`config.mk`:
```
export PLATFORM = sky130hd
export DESIGN_NAME = epb_bus_port
export DESIGN_NICKNAME = d
export VERILOG_FILES = /design/src/hw/epb_pkg.sv /design/src/hw/epb_bus_port.sv /design/src/hw/epb_reset_ctl.sv
export SDC_FILE = /design/constraint.sdc
export NUM_CORES = 1
export LEC_CHECK = 0
export ABC_AREA = 1
export BUFFER_PORTS_ARGS = -buffer_cell sky130_fd_sc_hd__buf_2
export CAP_MARGIN = 20
export CORE_MARGIN = 2
export CORE_UTILIZATION = 40
export CTS_BUF_LIST = sky130_fd_sc_hd__clkbuf_8
export DETAILED_ROUTE_END_ITERATION = 10
export PLACE_DENSITY = 0.7
export SYNTH_ARGS = -nofsm -noshare
export SYNTH_HDL_FRONTEND = slang
export SYNTH_SLANG_ARGS = --single-unit
```
`constraint.sdc`:
```
create_clock -name clk -period 2 [get_ports clk]
set_clock_uncertainty 0.2 [all_clocks]
set_input_delay 0.6 -clock clk [delete_from_list [all_inputs] [get_ports clk]]
set_output_delay 0.6 -clock clk [all_outputs]
set_load 0.01 [all_outputs]
```
`src/hw/epb_pkg.sv`:
```
// shared constants and carrier types for the external bus port
package epb_pkg;

   // widths
   localparam int ADDR_W = 16;
   localparam int DATA_W = 16;

   // companion chip address bits
   localparam int ADDR_BIT_LO = 0;
   localparam int ADDR_BIT_HI = 1;
   localparam int ADDR_BIT_TOP = 15;

   // timing
   localparam int CLK_HZ = 10_000_000;
   localparam int SWRST_TIME_NS = 1000;
   localparam int SWRST_CYCLES = (SWRST_TIME_NS * (CLK_HZ / 1_000_000) + 999) / 1000;
   localparam int RST_FILTER_CYCLES = 2;
   localparam logic [7:0] CNT_ZERO = 8'h00;
   localparam logic [7:0] CNT_ONE = 8'h01;

   // reset values
   localparam logic [DATA_W-1:0] DATA_RST = 16'h0000;
   localparam logic [ADDR_W-1:0] ADDR_RST = 16'h0000;

   // kinds of external access
   typedef enum logic [1:0]
   {
      EPB_TGT_COMPANION,
      EPB_TGT_PERIPH,
      EPB_TGT_MEMORY
   } epb_target_t;

   // access request from the core
   typedef struct packed
   {
      logic [ADDR_W-1:0] addr;
      logic [DATA_W-1:0] wdata;
      logic read;
      epb_target_t target;
   } epb_req_t;

   // strobes and selects toward the pins
   typedef struct packed
   {
      logic writeStrobeN;
      logic readStrobeN;
      logic busValidN;
      logic readNotWrite;
      logic writeNotRead;
      logic peripheralSelectN;
      logic memorySelectN;
   } epb_ctl_t;

   localparam epb_ctl_t CTL_IDLE = '{1'b1, 1'b1, 1'b1, 1'b1, 1'b0, 1'b1, 1'b1};

endpackage

```
`src/hw/epb_bus_port.sv`:
```
// external memory and peripheral bus port of the motion core
`timescale 1ns/1ps
// Operation
// - low master reset pin from outside resets the whole chipset.
// - software reset drives master reset pin low briefly.
// - write strobe low while write data is driven on bus.
// - read strobe low while read data is taken from bus.
// - bus-valid low only while address and data are valid.
// - direction high for reads, low for writes.
// - second direction output always the complement of the first.
// - ready low stalls access one cycle, resample until high.
// - startup configuration reads wait while ready is held low.
// - peripheral select low when a peripheral is addressed.
// - memory select low when external memory is accessed.
// - reference clock at companion clock rate, idle during reset.
// - sixteen address lines; lines 0, 1, 15 reach companion chip.
// - other address lines serve DACs, word inputs, memory, user I/O.
// - one shared 16-bit bidirectional data bus for all transfers.
// - companion chip interrupt input is monitored by the device.
// - host interrupt output driven low to request host service.
module epb_bus_port #(
   parameter int ADDR_W = epb_pkg::ADDR_W,
   parameter int DATA_W = epb_pkg::DATA_W,
   parameter int SWRST_PULSE = epb_pkg::SWRST_CYCLES
)
(
   // clock and reset
   input wire logic clk,
   input wire logic srst,
   // core request side
   input wire logic reqValid,
   input wire epb_pkg::epb_req_t req,
   output logic reqReady,
   output logic rspValid,
   output logic [DATA_W-1:0] rspData,
   input wire logic startupCfgPending,
   input wire logic swResetReq,
   input wire logic hostIrqReq,
   output logic companionIrq,
   output logic chipReset,
   // external bus pins
   output logic [ADDR_W-1:0] busAddr,
   input wire logic [DATA_W-1:0] busDataIn,
   output logic [DATA_W-1:0] busDataOut,
   output logic busDataOe,
   output epb_pkg::epb_ctl_t busCtl,
   input wire logic ready,
   // misc pins
   input wire logic companion_irq_in,
   output logic host_irq_n,
   output logic reference_clock_output,
   input wire logic resetPinIn,
   output logic resetPinOut,
   output logic resetPinOe
);

   typedef enum logic [1:0]
   {
      ST_IDLE,
      ST_SETUP,
      ST_STROBE,
      ST_DONE
   } epb_state_t;

   epb_state_t state_q, state_d;
   epb_pkg::epb_req_t cur_q, cur_d;
   epb_pkg::epb_ctl_t ctl_q, ctl_d;
   logic [ADDR_W-1:0] addr_q, addr_d;
   logic [DATA_W-1:0] dOut_q, dOut_d;
   logic dOe_q, dOe_d;
   logic [DATA_W-1:0] rdata_q, rdata_d;
   logic rspValid_q, rspValid_d;
   logic reqReady_q, reqReady_d;
   logic irqIn_q, irqIn_d;
   logic hostIrqN_q, hostIrqN_d;
   logic refClk_q, refClk_d;
   logic coreRst;
   logic rstOut, rstOe;

   // -------------------------------
   // reset pin handling
   // -------------------------------
   epb_reset_ctl #(
      .PULSE_CYCLES(SWRST_PULSE)
   ) u_reset (
      .clk(clk),
      .srst(srst),
      .resetPinIn(resetPinIn),
      .resetPinOut(rstOut),
      .resetPinOe(rstOe),
      .swResetReq(swResetReq),
      .chipReset(coreRst)
   );

   // -------------------------------
   // access sequencer next state
   // -------------------------------
   always_comb
   begin
      state_d = state_q;
      cur_d = cur_q;
      ctl_d = ctl_q;
      addr_d = addr_q;
      dOut_d = dOut_q;
      dOe_d = dOe_q;
      rdata_d = rdata_q;
      rspValid_d = 1'b0;
      reqReady_d = 1'b0;
      unique case (state_q)
         ST_IDLE:
         begin
            ctl_d = epb_pkg::CTL_IDLE;
            dOe_d = 1'b0;
            reqReady_d = ~(startupCfgPending && !ready);
            if (reqValid && reqReady_q)
            begin
               cur_d = req;
               reqReady_d = 1'b0;
               addr_d = req.addr;
               ctl_d.readNotWrite = req.read;
               ctl_d.writeNotRead = ~req.read;
               ctl_d.peripheralSelectN = ~(req.target == epb_pkg::EPB_TGT_PERIPH ||
                                           req.target == epb_pkg::EPB_TGT_COMPANION);
               ctl_d.memorySelectN = ~(req.target == epb_pkg::EPB_TGT_MEMORY);
               dOut_d = req.wdata;
               dOe_d = ~req.read;
               state_d = ST_SETUP;
            end
         end
         ST_SETUP:
         begin
            ctl_d.writeStrobeN = cur_q.read;
            ctl_d.readStrobeN = ~cur_q.read;
            ctl_d.busValidN = 1'b0;
            state_d = ST_STROBE;
         end
         ST_STROBE:
         begin
            if (ready)
            begin
               rdata_d = busDataIn;
               ctl_d = epb_pkg::CTL_IDLE;
               ctl_d.readNotWrite = cur_q.read;
               ctl_d.writeNotRead = ~cur_q.read;
               state_d = ST_DONE;
            end
         end
         ST_DONE:
         begin
            ctl_d = epb_pkg::CTL_IDLE;
            dOe_d = 1'b0;
            rspValid_d = 1'b1;
            state_d = ST_IDLE;
         end
      endcase
   end

   // -------------------------------
   // misc pins next state
   // -------------------------------
   always_comb
   begin
      irqIn_d = companion_irq_in;
      hostIrqN_d = ~hostIrqReq;
      refClk_d = ~refClk_q;
   end

   // -------------------------------
   // registers
   // -------------------------------
   always_ff @(posedge clk)
   begin
      if (srst || coreRst)
      begin
         state_q <= ST_IDLE;
         cur_q <= '0;
         ctl_q <= epb_pkg::CTL_IDLE;
         addr_q <= epb_pkg::ADDR_RST;
         dOut_q <= epb_pkg::DATA_RST;
         dOe_q <= 1'b0;
         rdata_q <= epb_pkg::DATA_RST;
         rspValid_q <= 1'b0;
         reqReady_q <= 1'b0;
      end
      else
      begin
         state_q <= state_d;
         cur_q <= cur_d;
         ctl_q <= ctl_d;
         addr_q <= addr_d;
         dOut_q <= dOut_d;
         dOe_q <= dOe_d;
         rdata_q <= rdata_d;
         rspValid_q <= rspValid_d;
         reqReady_q <= reqReady_d;
      end
   end

   // -------------------------------
   // misc pin registers
   // -------------------------------
   always_ff @(posedge clk)
   begin
      if (srst || coreRst)
      begin
         irqIn_q <= 1'b0;
         hostIrqN_q <= 1'b1;
         refClk_q <= 1'b0;
      end
      else
      begin
         irqIn_q <= irqIn_d;
         hostIrqN_q <= hostIrqN_d;
         refClk_q <= refClk_d;
      end
   end

   // -------------------------------
   // outputs
   // -------------------------------
   assign reqReady = reqReady_q;
   assign rspValid = rspValid_q;
   assign rspData = rdata_q;
   assign companionIrq = irqIn_q;
   assign chipReset = coreRst;
   assign busAddr = addr_q;
   assign busDataOut = dOut_q;
   assign busDataOe = dOe_q;
   assign busCtl = ctl_q;
   assign host_irq_n = hostIrqN_q;
   assign reference_clock_output = refClk_q;
   assign resetPinOut = rstOut;
   assign resetPinOe = rstOe;

endmodule

```
`src/hw/epb_reset_ctl.sv`:
```
// master reset pin handling: filter, software pulse and startup hold
`timescale 1ns/1ps
module epb_reset_ctl #(
   parameter int PULSE_CYCLES = epb_pkg::SWRST_CYCLES
)
(
   // clock and reset
   input wire logic clk,
   input wire logic srst,
   // pin side
   input wire logic resetPinIn,
   output logic resetPinOut,
   output logic resetPinOe,
   // core side
   input wire logic swResetReq,
   output logic chipReset
);

   logic [7:0] pulseCnt_q, pulseCnt_d;
   logic [1:0] pinLow_q, pinLow_d;
   logic chipReset_q, chipReset_d;
   logic pinOe_q, pinOe_d;

   // -------------------------------
   // next state
   // -------------------------------
   always_comb
   begin
      pulseCnt_d = pulseCnt_q;
      pinLow_d = {pinLow_q[0], ~resetPinIn};
      if (swResetReq && pulseCnt_q == epb_pkg::CNT_ZERO)
      begin
         pulseCnt_d = PULSE_CYCLES[7:0];
      end
      else if (pulseCnt_q != epb_pkg::CNT_ZERO)
      begin
         pulseCnt_d = pulseCnt_q - epb_pkg::CNT_ONE;
      end
      chipReset_d = (pinLow_q[1] && pinLow_q[0]) || (pulseCnt_q != epb_pkg::CNT_ZERO);
      pinOe_d = (pulseCnt_d != epb_pkg::CNT_ZERO);
   end

   // -------------------------------
   // registers
   // -------------------------------
   always_ff @(posedge clk)
   begin
      if (srst)
      begin
         pulseCnt_q <= epb_pkg::CNT_ZERO;
         pinLow_q <= 2'h0;
         chipReset_q <= 1'b1;
         pinOe_q <= 1'b0;
      end
      else
      begin
         pulseCnt_q <= pulseCnt_d;
         pinLow_q <= pinLow_d;
         chipReset_q <= chipReset_d;
         pinOe_q <= pinOe_d;
      end
   end

   assign resetPinOut = 1'b0;
   assign resetPinOe = pinOe_q;
   assign chipReset = chipReset_q;

endmodule

```
---- Word level (Yosys, flattened, before mapping) ----
Index checks and enable logic that the tools add are counted.
storage, ports and cells
  register bits after elaboration ......... 76
  bits in latches ......................... 0
  input port bits ......................... 60
  memory bits (read-only) ................. 0
  word-level logic and storage cells ...... 72
  bits in writable memories ............... 0
  memories kept ........................... 0
operators by class
  $lt $le $gt $ge ......................... 0
  equality and inequality tests ........... 7
  reductions and logical operators ........ 21
  bitwise logic cells ..................... 9
  $mul .................................... 0
  shifts and indexed selects .............. 0
  $add $sub $neg .......................... 1
  divide/modulo/power cells ............... 0
  mux-type cells .......................... 12
operators with widths
  operator                                                             number
  8-bit two-way mux                                                    2
  8-bit nonzero test                                                   2
  4-bit one-hot mux with 3 select lines                                1
  1-bit inverter                                                       9
  3-bit one-hot mux with 3 select lines                                1
  8-bit logical NOT                                                    1
  2-bit one-hot mux with 4 select lines                                1
  2-bit AND reduction                                                  4
  8-bit by 1-bit subtractor with 8-bit output (second input constant)  1
  7-bit two-way mux                                                    1
  2-bit == test (second input constant)                                3
  2-bit by 1-bit == test with 1-bit output (second input constant)     2
  1-bit logical AND                                                    4
  2-bit logical NOT                                                    2
  2-bit two-way mux                                                    2
  4-bit two-way mux                                                    1
  2-bit inequality test (second input constant)                        2
  1-bit logical OR                                                     3
  3-bit nonzero test                                                   1
  3-bit OR reduction                                                   1
  1-bit two-way mux                                                    2
  1-bit one-hot mux with 2 select lines                                1
  2-bit nonzero test                                                   1
  2-bit OR reduction                                                   1
  1-bit logical NOT                                                    1

---- Longest topological paths before layout ----
  word-level depth ........................ 5
  mapped depth ............................ 10
  mapped depth without buffers ............ 10

---- By module ----
From an unflattened synthesis, not the netlist that was laid out.
second synthesis, totals
  cell total of the unflattened synthesis .. 397
  area total of the unflattened synthesis .. 3039.2 sq um
modules (own cells, without submodules)
  module         cells an instance  instances  seq. area each (sq um)  area each (sq um)
  epb_bus_port   306                1          1281.2                  2419.8
  epb_reset_ctl  91                 1          240.2                   619.3

---- Least setup slack after synthesis ----
No wires, ideal clock.
  kind .................................... input to register
  start point ............................. in srst
  end point ............................... reg ctl_q, in the netlist busCtl[5]
  data arrival time ....................... 1.220 ns
  data required time ...................... 1.673 ns
  stages .................................. 5
  slack ................................... 0.453 ns
  setup time .............................. 0.127 ns
  path through ............................ nor2_1 > inv_2 > buf_2 > nor2_1 > nand3_1
between the ends
  word-level cells in the longest chain between the ends .. 1
ends and longest elaborated chain
  item                    line                 RTL
  start: declaration      epb_bus_port.sv:29   input wire logic srst,
  1-bit logical OR        epb_bus_port.sv:173  if (srst || coreRst)
  end signal: assignment  epb_bus_port.sv:177  ctl_q <= epb_pkg::CTL_IDLE;
  end signal: assignment  epb_bus_port.sv:189  ctl_q <= ctl_d;
  end: declaration        epb_bus_port.sv:67   epb_pkg::epb_ctl_t ctl_q, ctl_d;
Every way passes these cells.
A chain may end at the register's enable or synchronous reset.

---- Worst setup path in the final report ----
  start point ............................. reg state_q[0]
  end point ............................... reg ctl_q, in the netlist busCtl[1]
between the ends
  word-level cells in the longest chain between the ends .. 3
  elaborated cells between the ends (all ways) .. 7
ends and longest elaborated chain
  item                                                                          line                 RTL
  start: declaration                                                            epb_bus_port.sv:65   epb_state_t state_q, state_d;
  start signal: assignment                                                      epb_bus_port.sv:187  state_q <= state_d;
  2-bit == test or 2-bit logical NOT (tied branches)                            epb_bus_port.sv:109  unique case (state_q)
  2-bit inequality test (no source line) or 3-bit nonzero test (tied branches)  -
  2-bit AND reduction (no source line)                                          -
Several ways; a longest one is shown, not always the timed one.

==> metrics.txt <==
# TYPE chip_impl_metric gauge
chip_impl_metric{name="timing.final.crit_share",unit="%"} 87.8
chip_impl_metric{name="setup_total_negative_slack",unit="ps"} 0
chip_impl_metric{name="clk-insertion-delay-late",unit="ps"} 340
chip_impl_metric{name="ys_seq_elements",unit=""} 76
chip_impl_info{name="criticalPathCategory",value="flop to flop"} 1
chip_impl_metric{name="cts.htree.levels",unit=""} 3
chip_impl_metric{name="clock_sink_count",unit=""} 76
chip_impl_metric{name="power_density",unit="nW/um^2"} 986
chip_impl_info{name="cp-start-kind",value="flop"} 1
chip_impl_metric{name="fp-row-count",unit=""} 31
chip_impl_metric{name="route.vias.total",unit=""} 2896
chip_impl_metric{name="critical-path-max-stage-delay",unit="ps"} 360
chip_impl_metric{name="ff_to_ff_path_depth",unit=""} 8
chip_impl_metric{name="finalSetupViolCount",unit=""} 0
chip_impl_metric{name="whs_path_depth",unit=""} 2
chip_impl_metric{name="grt_pass1_wl",unit="mm"} 12.3
chip_impl_metric{name="drt_pre_antenna_iters",unit=""} 4
chip_impl_metric{name="timing.critical_path.buf_inv",unit=""} 3
chip_impl_info{name="timing.hold.worst.class",value="primary input to flop"} 1
chip_impl_metric{name="wl_per_cell",unit="um"} 12.0
chip_impl_metric{name="via_per_inst",unit=""} 4.77
chip_impl_metric{name="final_hold_viol_count",unit=""} 0
chip_impl_metric{name="final_design_instance_area_without_fill",unit="um^2"} 3880
chip_impl_metric{name="leakagePower",unit="nW"} 1.72
chip_impl_metric{name="cts_inserted_buffers",unit=""} 9
chip_impl_metric{name="report.final.slew_viol_count",unit=""} 0
chip_impl_metric{name="critPathMaxFanout",unit=""} 7
chip_impl_metric{name="synth_enable_flop_cells",unit=""} 0
chip_impl_metric{name="place.port_buffers",unit=""} 122
chip_impl_metric{name="pin_count_of_the_biggest_net_entering_global_routing",unit=""} 27
chip_impl_info{name="rsz0062_at_grt",value="false"} 1
chip_impl_metric{name="clk_transition_reported_paths",unit="ps"} 70
chip_impl_metric{name="worst_ep_required_time",unit="ps"} 2020
chip_impl_metric{name="yosysSeqAreaShare",unit="%"} 51.0
chip_impl_metric{name="gp_congestion",unit=""} 0.810
chip_impl_metric{name="post_synth.cell_area_avg",unit="um^2"} 7.86
chip_impl_metric{name="initial_utilization",unit="%"} 41.2
chip_impl_info{name="synth_ff_type",value="dfxtp_1"} 1
chip_impl_metric{name="synthesis.area",unit="um^2"} 2990
chip_impl_metric{name="worst_ep_arrival_time",unit="ps"} 1770
chip_impl_metric{name="count_of_boundary_i_o_pins",unit=""} 124
chip_impl_metric{name="antenna_left",unit=""} 0
chip_impl_metric{name="max_freq",unit="GHz"} 0.570
chip_impl_metric{name="n_antenna_cell",unit=""} 0
chip_impl_metric{name="grt_pass1_vias",unit=""} 2730
chip_impl_info{name="crit_path_cell_trace",value="inv_1 -> ha_1 -> inv_2 -> nor2_2 -> nor2_2 -> inv_2 -> nor2_1 -> a21oi_1"} 1
chip_impl_info{name="tritoncts_clock_tree",value="built"} 1
chip_impl_metric{name="detail_route.drc_violations",unit=""} 0
chip_impl_metric{name="clk_path_buf_depth",unit=""} 2
chip_impl_metric{name="synth_cell_types",unit=""} 28
chip_impl_metric{name="post_route_cells_drive_above_1_share",unit="%"} 32.7
chip_impl_metric{name="filler_cell_count",unit=""} 732
chip_impl_metric{name="min_period",unit="ps"} 1760
chip_impl_metric{name="cp.depth",unit=""} 8
chip_impl_metric{name="die_extent_in_x",unit="um"} 90.4
chip_impl_info{name="critical_path.slowest_cell",value="dfxtp_1"} 1
chip_impl_metric{name="power.ir.vdd_worst",unit="mV"} 0.544
chip_impl_metric{name="grtUsageTotal",unit="%"} 18.3
chip_impl_metric{name="grt_antenna_before_repair",unit=""} 0
chip_impl_info{name="clock-root-buffer",value="clkbuf_8"} 1
chip_impl_metric{name="yosysWarnings",unit=""} 0
chip_impl_metric{name="postCtsHoldBufs",unit=""} 0
chip_impl_metric{name="totalWireLength",unit="mm"} 7.28
chip_impl_metric{name="syn2layout_area_growth",unit="%"} 30.1
chip_impl_metric{name="postSynthCellCount",unit=""} 380
chip_impl_metric{name="hold-worst-slack",unit="ps"} 216
chip_impl_metric{name="post_cts.repair.setup_buffers",unit=""} 0
chip_impl_metric{name="die_area",unit="um^2"} 8170
chip_impl_info{name="status",value="finished clean"} 1
chip_impl_metric{name="grt.overflow.total",unit=""} 0
chip_impl_metric{name="place_area",unit="um^2"} 3710
chip_impl_metric{name="place.detailed.hpwl",unit="mm"} 5.43
chip_impl_metric{name="drv.max_cap_violation_count",unit=""} 0
chip_impl_info{name="critPathCaptureType",value="flop"} 1
chip_impl_metric{name="cts.repair.resized",unit=""} 0
chip_impl_metric{name="initialDrtViolationCount",unit=""} 101
chip_impl_metric{name="postSynthNetCount",unit=""} 447
chip_impl_metric{name="synthArstFlopShare",unit="%"} 0
chip_impl_metric{name="dieHeight",unit="um"} 90.4
chip_impl_metric{name="core",unit="um^2"} 7250
chip_impl_metric{name="nets",unit=""} 570
chip_impl_info{name="critical-path-top-delay-family",value="simple AND/OR/NAND/NOR gates"} 1
power by group:
group          leakage [nW]  switching (mW)  internal, mW
clock                0.0918           0.551         0.445
sequential            0.615          0.0847          1.61
combinational          1.02           0.724         0.413
synth_stat cells (all sizes together) (4+ instances only):
library cell | count | area (um^2)
nor2 | 62 | 273
inv | 23 | 86.3
ha | 7 | 87.6
nand2 | 69 | 287
clkbuf | 8 | 30.0
dfxtp | 76 | 1520
nor3 | 4 | 20.0
a21oi | 40 | 200
nand3 | 48 | 240
buf | 12 | 65.1
o21ai | 21 | 105
flip-flops by register name, summed over array words and instances (netlist names), 2 cells and up:
register,count
rspData,16
busDataOut,16
u_reset.pulseCnt_q,8
busAddr,16
state_q,2
u_reset.pinLow_q,2
busCtl,7
metal layers:
metal,vias up,GRT usage [%],part of all wire (%)
met5,-,0,0
li1,1493,-,-
met1,1320,22.9,45
met3,6,4.67,4.6
met4,0,7.31,1.1
met2,77,30.1,49
cell families after synthesis:
group,count (synthesis),synth area share [%]
xor+xnor,1,0.293
flops,76,51.0
fa+ha+maj,7,2.93
buf+inv,43,6.08
compound gates,67,11.7
other cells,1,0.126
simple gates,185,27.9
cell usage in the layout (no fill, tap or decap), types with 2 or more instances in the layout:
cell type,n
o21ai_0,13
nor3_1,4
clkinv_4,3
nand2_4,3
inv_1,15
inv_2,10
buf_4,9
clkbuf_8,9
nor2_2,3
o21ai_1,8
nand3_1,48
a21oi_1,40
dfxtp_1,76
nand2_1,64
nor2_1,57
buf_2,122
nor2_8,2
ha_1,7
nand2_2,2
worst paths after layout:
| path | startpoint | to | slack, ps |
|---|---|---|---|
| max | state_q[0] | busCtl[1] | 240 |
| min | resetPinIn | u_reset.pinLow_q[0] | 220 |
| max reg2reg | state_q[0] | busCtl[1] | 240 |
| min reg2reg | reference_clock_output | reference_clock_output | 220 |
through the flow:
stage / cells / total power, mW / setup slack [ps] / utilization, %
6_report: 607 / 3.83 / 245 / 53.5
5_1_grt: 607 / 4.11 / 19.0 / 53.5
4_1_cts: 607 / 3.87 / 267 / 53.5
3_5_place_dp: 591 / 2.86 / 175 / 51.2
3_3_place_gp: 591 / 2.83 / 217 / 51.2
2_1_floorplan: 380 / 2.59 / 453 / -
area by class of cell:
type                            count  area [um^2]  share of cell area (%)
Timing Repair Buffer              132          698                    18.0
Inverter                           23         86.3                    2.22
Sequential cell                    76         1520                    39.2
Clock inverter                      7         46.3                    1.19
Multi-Input combinational cell    261         1280                    33.0
Clock buffer                        9          124                    3.19
Tap cell                           99          124                    3.19
(Power assumes the default switching activity.)
